## config.mk

```make
export PLATFORM = sky130hd
export DESIGN_NAME = spn_link_reset
export DESIGN_NICKNAME = d
export VERILOG_FILES = /design/src/rtl/spn_pkg.sv /design/src/rtl/spn_link_reset.sv /design/src/rtl/spn_sel.sv
export SDC_FILE = /design/constraint.sdc
export NUM_CORES = 1
export LEC_CHECK = 0
export ABC_AREA = 1
export BUFFER_PORTS_ARGS = -buffer_cell sky130_fd_sc_hd__buf_2
export CORE_ASPECT_RATIO = 1.25
export CORE_UTILIZATION = 25
export DETAILED_ROUTE_END_ITERATION = 8
export PLACE_DENSITY_LB_ADDON = 0.08
export SLEW_MARGIN = 20
export SYNTH_ARGS = -nofsm -noshare
export SYNTH_HDL_FRONTEND = slang
export SYNTH_SLANG_ARGS = --single-unit
```

## constraint.sdc

```tcl
create_clock -name clk -period 3.4 [get_ports clk]
set_input_delay 0.68 -clock clk [delete_from_list [all_inputs] [get_ports clk]]
set_output_delay 0.68 -clock clk [all_outputs]
set_load 0.01 [all_outputs]
```

## src/rtl/spn_pkg.sv

```systemverilog
// constants and types for the port link bring-up block
//
// Function
// [RULE1] phy reset is out-of-band phase then speed negotiation, in order
// [RULE2] link reset is phy reset then identification, never identification early
// [RULE3] optional hard reset follows a phy reset, then another phy reset and identify
// [RULE4] hard reset on this port leaves other link alone, aborts its commands
// [RULE5] hard reset reinitialises all device resources like power-on reset
// [RULE6] first command per initiator here: unit attention, bus reset occurred
// [RULE7] first command per initiator on other port: bus device reset occurred
// [RULE8] device never transmits a hard reset sequence on either port
// [RULE9] after hard reset processing the device starts a link reset on that port
// [RULE10] oob signal is dc idle and align bursts, typed by idle length
// [RULE11] generate and recognise cominit, comwake and comsas
// [RULE12] send cominit on power-on, loss of dword sync, identify timeout
// [RULE13] rates 1.5 to 12 gbps, default max 12, config byte lowers it
// [RULE14] run snw-1, snw-2, snw-3; rx training always, tx training at 12g only
// [RULE15] capabilities byte 0 bit 7 start bit is one
// [RULE16] capabilities byte 0 bit 6 ssc type is zero, down-spreading
// [RULE17] requested logical link rate field in byte 0 is zero
// [RULE18] capabilities byte 1 advertises all eight settings as one
// [RULE19] byte 3 bit 0 parity makes total ones count even
// [RULE20] train first with highest priority common untried setting
// [RULE21] on invalid training retry with next highest common untried setting
// [RULE22] priority g4 ssc, g4, g3 ssc, g3, g2 ssc, g2, g1 ssc, g1
// [RULE23] after power-on or hard reset send exactly one cominit, else none
// [RULE24] no common rate or failed retry: flag firmware, dc idle, await cominit
// [RULE25] reserved capability bits sent zero and ignored on reception
package spn_pkg;
   localparam int CLK_MHZ = 250;
   // timeouts in microseconds, cycles derived
   localparam int SNW_WIN_US = 10;
   localparam int SNW_WIN_CYC = SNW_WIN_US * CLK_MHZ;
   localparam int TRAIN_US = 15;
   localparam int TRAIN_CYC = TRAIN_US * CLK_MHZ;
   localparam int CNT_W = 16;
   // oob signal codes on the oob engine port
   localparam logic [1:0] OOB_NONE = 2'h0;
   localparam logic [1:0] OOB_COMINIT = 2'h1;
   localparam logic [1:0] OOB_COMWAKE = 2'h2;
   localparam logic [1:0] OOB_COMSAS = 2'h3;
   // capability word bit fields (byte 0 at [31:24])
   localparam int CAP_START_BIT = 31;
   localparam int CAP_SSC_TYPE_BIT = 30;
   localparam logic [3:0] CAP_LLR_VAL = 4'h0;
   localparam logic [7:0] CAP_SETTINGS_ALL = 8'hFF;
   localparam int CAP_PARITY_BIT = 0;
   localparam logic [7:0] MAX_RATE_RST = 8'h0B; // 12 gbps rate code
   localparam logic [1:0] RATE_G1 = 2'h0;
   localparam logic [1:0] RATE_G4 = 2'h3;
   typedef enum logic [2:0] {
      SPN_IDLE  = 3'h0,
      SPN_OOB   = 3'h1,
      SPN_SNW   = 3'h3,
      SPN_TRAIN = 3'h2,
      SPN_IDENT = 3'h6,
      SPN_UP    = 3'h7,
      SPN_FAIL  = 3'h5
   } spn_state_t;
endpackage

```

## src/rtl/spn_link_reset.sv

```systemverilog
// link reset, oob start and speed negotiation sequencer for one port
`timescale 1ns/1ps
`default_nettype none
module spn_link_reset (
   input wire logic clk,
   input wire logic rst_n,
   input wire logic hard_reset_rx,
   input wire logic hard_reset_done,
   input wire logic other_hard_reset,
   input wire logic sync_lost,
   input wire logic ident_timeout,
   input wire logic ident_done,
   input wire logic [1:0] oob_rx,
   input wire logic oob_tx_done,
   input wire logic snw_ok,
   input wire logic snw_fail,
   input wire logic [31:0] peer_caps,
   input wire logic peer_caps_vld,
   input wire logic train_ok,
   input wire logic train_fail,
   input wire logic [7:0] max_rate_cfg,
   output logic [1:0] oob_tx,
   output logic dc_idle,
   output logic [31:0] caps_tx,
   output logic snw_start,
   output logic train_start,
   output logic [2:0] train_setting,
   output logic tx_train_en,
   output logic [1:0] rate_max,
   output logic ident_start,
   output logic link_up,
   output logic fw_fail,
   output logic hard_reset_tx,
   output logic res_reinit,
   output logic cmd_abort,
   output logic ua_bus_reset,
   output logic ua_dev_reset
);
   spn_pkg::spn_state_t st_ff, nxt_st;
   logic [1:0] oob_tx_ff, nxt_oob_tx;
   logic [7:0] tried_ff, nxt_tried;
   logic [7:0] common_ff;
   logic [2:0] set_ff;
   logic [spn_pkg::CNT_W-1:0] cnt_ff;
   logic por_ff, hr_pend_ff, cominit_sent_ff;
   logic snw_start_ff, train_start_ff, ident_start_ff, fw_fail_ff;
   logic link_up_ff, reinit_ff, abort_ff, ua_bus_ff, ua_dev_ff, ttx_ff;
   logic [1:0] rate_max_ff;
   logic s1_ff, s2_ff, i1_ff, i2_ff;
   logic found;
   logic [2:0] best;

   // sync_lost and ident_timeout may come off the link side: two stages
   always_ff @(posedge clk or negedge rst_n) begin
      if (!rst_n) begin
         s1_ff <= 1'b0;
         s2_ff <= 1'b0;
         i1_ff <= 1'b0;
         i2_ff <= 1'b0;
      end else begin
         s1_ff <= sync_lost;
         s2_ff <= s1_ff;
         i1_ff <= ident_timeout;
         i2_ff <= i1_ff;
      end
   end

   // capability word: start 1, down-spread, llr 0, all settings, even parity
   wire [29:0] cap_body = {1'b0, 2'b00, spn_pkg::CAP_LLR_VAL, // see [RULE16] see [RULE17]
                           spn_pkg::CAP_SETTINGS_ALL, 8'h00, 7'h00}; // see [RULE18] see [RULE25]
   // parity is a one when start plus body hold an odd count, so the total is even
   wire cap_par = ^{1'b1, cap_body}; // see [RULE19]
   wire [31:0] cap_word = {1'b1, cap_body, cap_par}; // see [RULE15]

   // reserved peer bits masked off: only byte 1 settings decide
   wire [7:0] peer_set = peer_caps[23:16]; // see [RULE25]
   // our setting index 0 = g4 ssc .. 7 = g1 no ssc; byte1 bit0 = g4 ssc
   wire [7:0] rate_ok;
   assign rate_ok[1:0] = (rate_max_ff >= 2'h3) ? 2'b11 : 2'b00; // see [RULE13]
   assign rate_ok[3:2] = (rate_max_ff >= 2'h2) ? 2'b11 : 2'b00;
   assign rate_ok[5:4] = (rate_max_ff >= 2'h1) ? 2'b11 : 2'b00;
   assign rate_ok[7:6] = 2'b11;
   wire [7:0] peer_idx = {peer_set[7], peer_set[6], peer_set[5], peer_set[4],
                          peer_set[3], peer_set[2], peer_set[1], peer_set[0]};
   wire [7:0] cand = common_ff & ~tried_ff;
   // common set of this exchange, usable in the very cycle the word arrives
   wire [7:0] common_new = peer_idx & rate_ok;
   wire caps_here = (st_ff == spn_pkg::SPN_SNW) && peer_caps_vld;
   wire [7:0] common_nxt = caps_here ? common_new : common_ff;
   logic dc_idle_ff;

   spn_sel u_sel (
      .cand(cand),
      .found(found),
      .idx(best)
   );

   wire [1:0] cfg_rate = (max_rate_cfg >= 8'h0B) ? spn_pkg::RATE_G4 :
                         (max_rate_cfg == 8'h0A) ? 2'h2 :
                         (max_rate_cfg == 8'h09) ? 2'h1 : spn_pkg::RATE_G1;
   wire cnt_out = (cnt_ff == '0);
   wire new_cominit = por_ff | hr_pend_ff | s2_ff | i2_ff; // see [RULE12] see [RULE9]
   wire peer_init = (oob_rx == spn_pkg::OOB_COMINIT);

   always_comb begin
      nxt_st = st_ff;
      nxt_oob_tx = spn_pkg::OOB_NONE;
      nxt_tried = tried_ff;
      case (st_ff)
         spn_pkg::SPN_IDLE: begin
            // one cominit only after por, hard reset, sync loss or identify timeout; none otherwise
            if (new_cominit && !cominit_sent_ff) begin // see [RULE23]
               nxt_oob_tx = spn_pkg::OOB_COMINIT; // see [RULE11]
               nxt_st = spn_pkg::SPN_OOB;
            end else if (peer_init) begin
               nxt_st = spn_pkg::SPN_OOB;
            end
         end
         spn_pkg::SPN_OOB: begin
            // oob engine sends comsas / comwake; negotiation only after it
            if (oob_rx == spn_pkg::OOB_COMSAS)
               nxt_oob_tx = spn_pkg::OOB_COMSAS; // see [RULE11]
            else if (oob_rx == spn_pkg::OOB_COMWAKE)
               nxt_oob_tx = spn_pkg::OOB_COMWAKE;
            if (oob_tx_done) begin
               nxt_st = spn_pkg::SPN_SNW; // see [RULE1]
               nxt_tried = 8'h00;
            end
         end
         spn_pkg::SPN_SNW: begin
            if (snw_fail || cnt_out) nxt_st = spn_pkg::SPN_FAIL; // see [RULE24]
            else if (snw_ok && peer_caps_vld) begin
               if (common_new == 8'h00) nxt_st = spn_pkg::SPN_FAIL; // see [RULE24]
               else nxt_st = spn_pkg::SPN_TRAIN; // see [RULE14]
            end
         end
         spn_pkg::SPN_TRAIN: begin
            if (train_ok) begin
               nxt_st = spn_pkg::SPN_IDENT; // see [RULE2]
            end else if (train_fail || cnt_out) begin
               nxt_tried = tried_ff | (8'h01 << set_ff); // see [RULE21]
               if ((cand & ~(8'h01 << set_ff)) == 8'h00)
                  nxt_st = spn_pkg::SPN_FAIL; // see [RULE24]
            end
         end
         spn_pkg::SPN_IDENT: begin
            if (ident_done) nxt_st = spn_pkg::SPN_UP;
         end
         spn_pkg::SPN_UP: begin
         end
         spn_pkg::SPN_FAIL: begin
            // dc idle until the far end starts again
            if (peer_init) nxt_st = spn_pkg::SPN_OOB;
         end
         default: nxt_st = spn_pkg::SPN_IDLE;
      endcase
      // hard reset, sync loss or identify timeout restart the link
      if (hard_reset_rx) nxt_st = spn_pkg::SPN_IDLE; // see [RULE3]
      else if (st_ff != spn_pkg::SPN_IDLE && (s2_ff || i2_ff))
         nxt_st = spn_pkg::SPN_IDLE; // see [RULE12]
   end

   wire enter_train = (nxt_st == spn_pkg::SPN_TRAIN) &&
                      (st_ff != spn_pkg::SPN_TRAIN || nxt_tried != tried_ff);
   wire [7:0] cand_nxt = common_nxt & ~nxt_tried;
   logic [2:0] nxt_set;
   always_comb begin
      nxt_set = 3'h0;
      for (int i = 7; i >= 0; i--) begin
         if (cand_nxt[i]) nxt_set = 3'(i); // see [RULE20] see [RULE22]
      end
   end

   always_ff @(posedge clk or negedge rst_n) begin
      if (!rst_n) begin
         st_ff <= spn_pkg::SPN_IDLE;
         oob_tx_ff <= spn_pkg::OOB_NONE;
         tried_ff <= 8'h00;
         common_ff <= 8'h00;
         set_ff <= 3'h0;
         cnt_ff <= '0;
         rate_max_ff <= spn_pkg::RATE_G4;
      end else begin
         st_ff <= nxt_st;
         oob_tx_ff <= nxt_oob_tx;
         tried_ff <= nxt_tried;
         rate_max_ff <= cfg_rate; // see [RULE13]
         common_ff <= common_nxt; // see [RULE20]
         if (enter_train) set_ff <= nxt_set;
         if (nxt_st == spn_pkg::SPN_SNW && st_ff != spn_pkg::SPN_SNW)
            cnt_ff <= spn_pkg::CNT_W'(spn_pkg::SNW_WIN_CYC);
         else if (enter_train)
            cnt_ff <= spn_pkg::CNT_W'(spn_pkg::TRAIN_CYC);
         else if (!cnt_out)
            cnt_ff <= cnt_ff - 1'b1;
      end
   end

   // hard reset bookkeeping; one-shot cominit for por and hard reset
   always_ff @(posedge clk or negedge rst_n) begin
      if (!rst_n) begin
         por_ff <= 1'b1;
         hr_pend_ff <= 1'b0;
         cominit_sent_ff <= 1'b0;
         reinit_ff <= 1'b0;
         abort_ff <= 1'b0;
         ua_bus_ff <= 1'b0;
         ua_dev_ff <= 1'b0;
      end else begin
         if (nxt_oob_tx == spn_pkg::OOB_COMINIT) begin
            por_ff <= 1'b0;
            hr_pend_ff <= 1'b0;
            cominit_sent_ff <= 1'b1;
         end else if (st_ff == spn_pkg::SPN_UP) begin
            cominit_sent_ff <= 1'b0;
         end
         // restart cause is a one-cycle pulse: keep it until the cominit goes out
         if (hard_reset_done || s2_ff || i2_ff) hr_pend_ff <= 1'b1; // see [RULE9] see [RULE12]
         if (s2_ff || i2_ff || hard_reset_done) cominit_sent_ff <= 1'b0;
         reinit_ff <= hard_reset_rx; // see [RULE5]
         // other port's hard reset aborts ours but keeps our link
         abort_ff <= hard_reset_rx | other_hard_reset; // see [RULE4]
         ua_bus_ff <= hard_reset_rx; // see [RULE6]
         ua_dev_ff <= other_hard_reset; // see [RULE7]
      end
   end

   always_ff @(posedge clk or negedge rst_n) begin
      if (!rst_n) begin
         snw_start_ff <= 1'b0;
         train_start_ff <= 1'b0;
         ident_start_ff <= 1'b0;
         fw_fail_ff <= 1'b0;
         link_up_ff <= 1'b0;
         ttx_ff <= 1'b0;
         dc_idle_ff <= 1'b0;
      end else begin
         dc_idle_ff <= (nxt_st == spn_pkg::SPN_FAIL); // see [RULE24]
         snw_start_ff <= (nxt_st == spn_pkg::SPN_SNW) && (st_ff != spn_pkg::SPN_SNW);
         train_start_ff <= enter_train;
         // tx training only on the two 12g settings
         if (enter_train) ttx_ff <= (nxt_set < 3'h2); // see [RULE14]
         ident_start_ff <= (nxt_st == spn_pkg::SPN_IDENT) && (st_ff != spn_pkg::SPN_IDENT);
         fw_fail_ff <= (nxt_st == spn_pkg::SPN_FAIL) && (st_ff != spn_pkg::SPN_FAIL);
         link_up_ff <= (nxt_st == spn_pkg::SPN_UP);
      end
   end

   assign oob_tx = oob_tx_ff; // see [RULE10]
   assign dc_idle = dc_idle_ff;
   assign caps_tx = cap_word;
   assign snw_start = snw_start_ff;
   assign train_start = train_start_ff;
   assign train_setting = set_ff;
   assign tx_train_en = ttx_ff;
   assign rate_max = rate_max_ff;
   assign ident_start = ident_start_ff;
   assign link_up = link_up_ff;
   assign fw_fail = fw_fail_ff;
   assign hard_reset_tx = 1'b0; // see [RULE8]
   assign res_reinit = reinit_ff;
   assign cmd_abort = abort_ff;
   assign ua_bus_reset = ua_bus_ff;
   assign ua_dev_reset = ua_dev_ff;

   // assertions
   a_no_hard_reset: assert property (@(posedge clk) disable iff (!rst_n)
      hard_reset_tx == 1'b0) else $error("hard reset transmitted"); // see [RULE8]
   a_ident_after_train: assert property (@(posedge clk) disable iff (!rst_n)
      ident_start |-> $past(st_ff) == spn_pkg::SPN_TRAIN) else $error("identify early"); // see [RULE2]
   a_snw_after_oob: assert property (@(posedge clk) disable iff (!rst_n)
      snw_start |-> $past(st_ff) == spn_pkg::SPN_OOB) else $error("snw without oob"); // see [RULE1]
   a_caps_parity: assert property (@(posedge clk) disable iff (!rst_n)
      ^caps_tx == 1'b0 && caps_tx[31] && !caps_tx[30]) else $error("caps word bad"); // see [RULE19]
   a_fail_flag: assert property (@(posedge clk) disable iff (!rst_n)
      $rose(fw_fail) |-> st_ff == spn_pkg::SPN_FAIL) else $error("fail flag wrong"); // see [RULE24]
   a_ua_bus: assert property (@(posedge clk) disable iff (!rst_n)
      hard_reset_rx |=> ua_bus_reset && cmd_abort) else $error("no unit attention"); // see [RULE6]
   a_ua_dev: assert property (@(posedge clk) disable iff (!rst_n)
      other_hard_reset |=> ua_dev_reset && cmd_abort) else $error("no dev reset flag"); // see [RULE7]
   a_tx_train_g4: assert property (@(posedge clk) disable iff (!rst_n)
      $rose(train_start) |-> tx_train_en == (train_setting < 3'h2)) else $error("tx train rate"); // see [RULE14]
endmodule
`default_nettype wire

```

## src/rtl/spn_sel.sv

```systemverilog
// picks highest priority common untried training setting
`timescale 1ns/1ps
`default_nettype none
module spn_sel (
   input wire logic [7:0] cand,
   output logic found,
   output logic [2:0] idx
);
   // bit 0 is g4 with ssc: lowest index wins
   always_comb begin
      found = 1'b0;
      idx = 3'h0;
      for (int i = 7; i >= 0; i--) begin
         if (cand[i]) begin
            found = 1'b1;
            idx = 3'(i);
         end
      end
   end
endmodule
`default_nettype wire

```

==> run metrics <==
share of layout cells above drive strength 1 22.1%; number of flops mapped to enable cells by yosys 0; Period Utilization, post-route about 67%; Num CTS Buffers 9; Crit. End Element flip-flop; via count about 2,900; min-delay src s1_ff; DIE WIDTH about 110 microns; Mean Syn Cell Area 7.69 sq um; GR Overflow Total 0; Final min period 2280 ps; vias per inst approximately 4.1; vias in the first global route 2,945; # Max-Cap Violations 0; worst-margin pin slew a little over 700 ps; synth top area cells dfrtp_1, nand2_1, buf_4, inv_1, nor2_1; number of I/O pins about 110; initial antenna violation count 0; VDD IR max ~0.23 mV; Syn Std Cell Area 3570 sq um; row cnt 48; Synth cell types 40; WS Path Type flip-flop to flip-flop; CP Depth 16; Synth Register Bits 59; Fin Setup TNS 0 ps; GPL Wtd Cong between 0.8 and 0.9; total track usage between 10 and 15%; Buffers & Inverters on Critical Path 1; final wirelength 8.36 mm; Max Slew Vio Count 0; commonest cells in the netlist nand2_1, inv_1, dfrtp_1; Synth top area share 39.2%; Clock Path Buffers 2; Max stage delay on crit path 580 ps; FMAX between 400 and 500 MHz; R2R Setup Slk approximately 1100 ps; global-route wire length before repair around 14 mm; Async SR Flop Fraction 100%; crit path launch type flip-flop; CP startpoint rate_max[1]; Arrival @ worst endpoint between 2000 and 3000 ps; 1st-pass router iterations 4; FF-to-FF End cnt_ff[10]; Most common cell on crit path nand2_1; starting density of the core between 20% and 30%; ordered list of cells on the worst path nand2_1 -> inv_1 -> o21ai_0 -> nand2_1 -> nor2_1 -> nor2_1 -> nand2_1 -> nand2_1 -> nand2_1 -> nor2_2 -> nand3_1 -> nor2_2 -> nand2_4 -> nand2_1 -> nand2_1 -> nor2_1; post-layout util a little under a third; Ant. Diodes 0; crit path max-delay cell type dfstp_2; worst path required time 3670 ps; final hold vios 0; TritonCTS clock tree built; Area after DPL 3900 sq um; Port Buf Inserts 49; Reg-to-Reg Start rate_max[1]; # setup viols final 0; Routed WL per cell around 12 microns; type of the worst min-delay path flip-flop to flip-flop; final instance area 4240 sq um; Cell Pwr Density roughly 750 nW/um^2; Slew Limit Headroom a little over half; Reg2Reg Depth 16; Synth warnings 0; gate count of the mapped netlist 465; register area share after synthesis a little over 40%; RSZ-0062 raised after global routing false; die footprint 14,800 sq um; main flop type after synthesis dfrtp_1; Post-CTS Setup Bufs 0; CTS root buf clkbuf_16; largest net degree at the start of global routing 32; area growth from synthesis to layout 18.6%; clk sinks 59; Core Box Area around 14,000 sq um; clk_lat worst skew around 330 ps; number of gates resized after CTS 0; Synth area leader dfrtp_1; Hold Buf Count CTS 0; Lkg Pwr roughly 2.3 nW; Final ANT Viol Nets 0; peak fanout along the critical path 15; Layout Nets 578; Critical Path End cnt_ff[10]; Remaining DRCs 0; post-DP HPWL between 6 and 7 mm; Reg clk slew, reported paths about 60 ps; clk_skew 8.67 ps; Iter 0 DRT Violations roughly 110; critical path's top delay family simple AND/OR/NAND/NOR gates; Die H around 140 microns; status finished clean; most frequent cell after synthesis nand2_1; htree depth 3
[layer usage]
layer  global-route usage (%)  part of all wire, %  vias up
met3                     3.32                  4.3       15
met2                     20.8                   47       73
met5                        0                    0        -
met4                     6.08                  3.3        0
met1                     15.0                   45     1301
li1                         -                    -     1499
[cells by family after synthesis]
family                     Yosys count  synth area share (%)
and+or+nand+nor                    240                  32.3
AOI/OAI and AO/OA                   47                  8.30
DFF                                 59                  41.4
adders and majority gates            1                 0.350
other                                2                 0.210
buffers and inverters              107                  15.2
xor gates and xnor gates             9                  2.21
[per-stage QoR]
stage	instances	setup slack [ps]	hold slack [ps]	power [W]
2_1_floorplan	496	1440	331	0.00190
3_3_place_gp	685	904	335	0.00217
3_5_place_dp	685	898	335	0.00217
4_1_cts	701	1000	348	0.00325
5_1_grt	701	786	371	0.00346
6_report	701	1120	346	0.00319
[worst min-delay path by stage]
| stage | end | slack (ps) | cells after the start |
|---|---|---|---|
| finish | s2_ff | 350 | 0 |
| global route | s2_ff | 370 | 0 |
| CTS | i2_ff | 350 | 0 |
| detailed placement | i2_ff | 330 | 0 |
| global placement | s2_ff | 330 | 0 |
| floorplan | i2_ff | 330 | 0 |
[worst register-to-register path: cells and delay by family, from the launching register on]
family	cells	cell delay, ps
DFF	1	580
AOI/OAI and AO/OA	1	130
buffers and inverters	1	90
and+or+nand+nor	14	1420
[area by class of cell]
cell class | instances | area, sq um
clock inverter | 6 | 114
sequential | 59 | 1480
tap | 175 | 219
timing repair buffer | 50 | 265
fill | 1481 | 9630
clock buffer | 10 | 229
multi-input combinational | 330 | 1670
inverter | 71 | 267
[power breakdown]
group | switching (W) | internal, W | leakage, nW
clock | 0.000338 | 0.000717 | 0.159
combinational | 0.000702 | 0.000390 | 1.37
sequential | 0.000155 | 0.000891 | 0.733
[flip-flops by register name, summed over array words and instances, names as in the netlist, 2 cells and up]
| name | count |
|---|---|
| train_setting | 3 |
| cnt_ff | 16 |
| tried_ff | 8 |
| st_ff | 3 |
| rate_max | 2 |
| oob_tx | 2 |
| common_ff | 8 |
[cell usage in the layout (no fill, tap or decap), types with 5 or more instances in the layout]
cell type	synthesis	final
nor2_2	9	9
xor2_1	7	7
nor3_2	8	8
inv_1	64	64
o21ai_1	7	7
conb_1	2	33
a21oi_1	10	10
buf_2	0	49
clkbuf_16	0	9
inv_2	7	7
nor2_1	49	49
nand3_1	30	30
o21ai_0	12	12
nand2_1	115	115
o31ai_1	5	5
dfrtp_1	56	56
nand2_4	6	6
No activity file was read; power rests on OpenSTA's default activity.
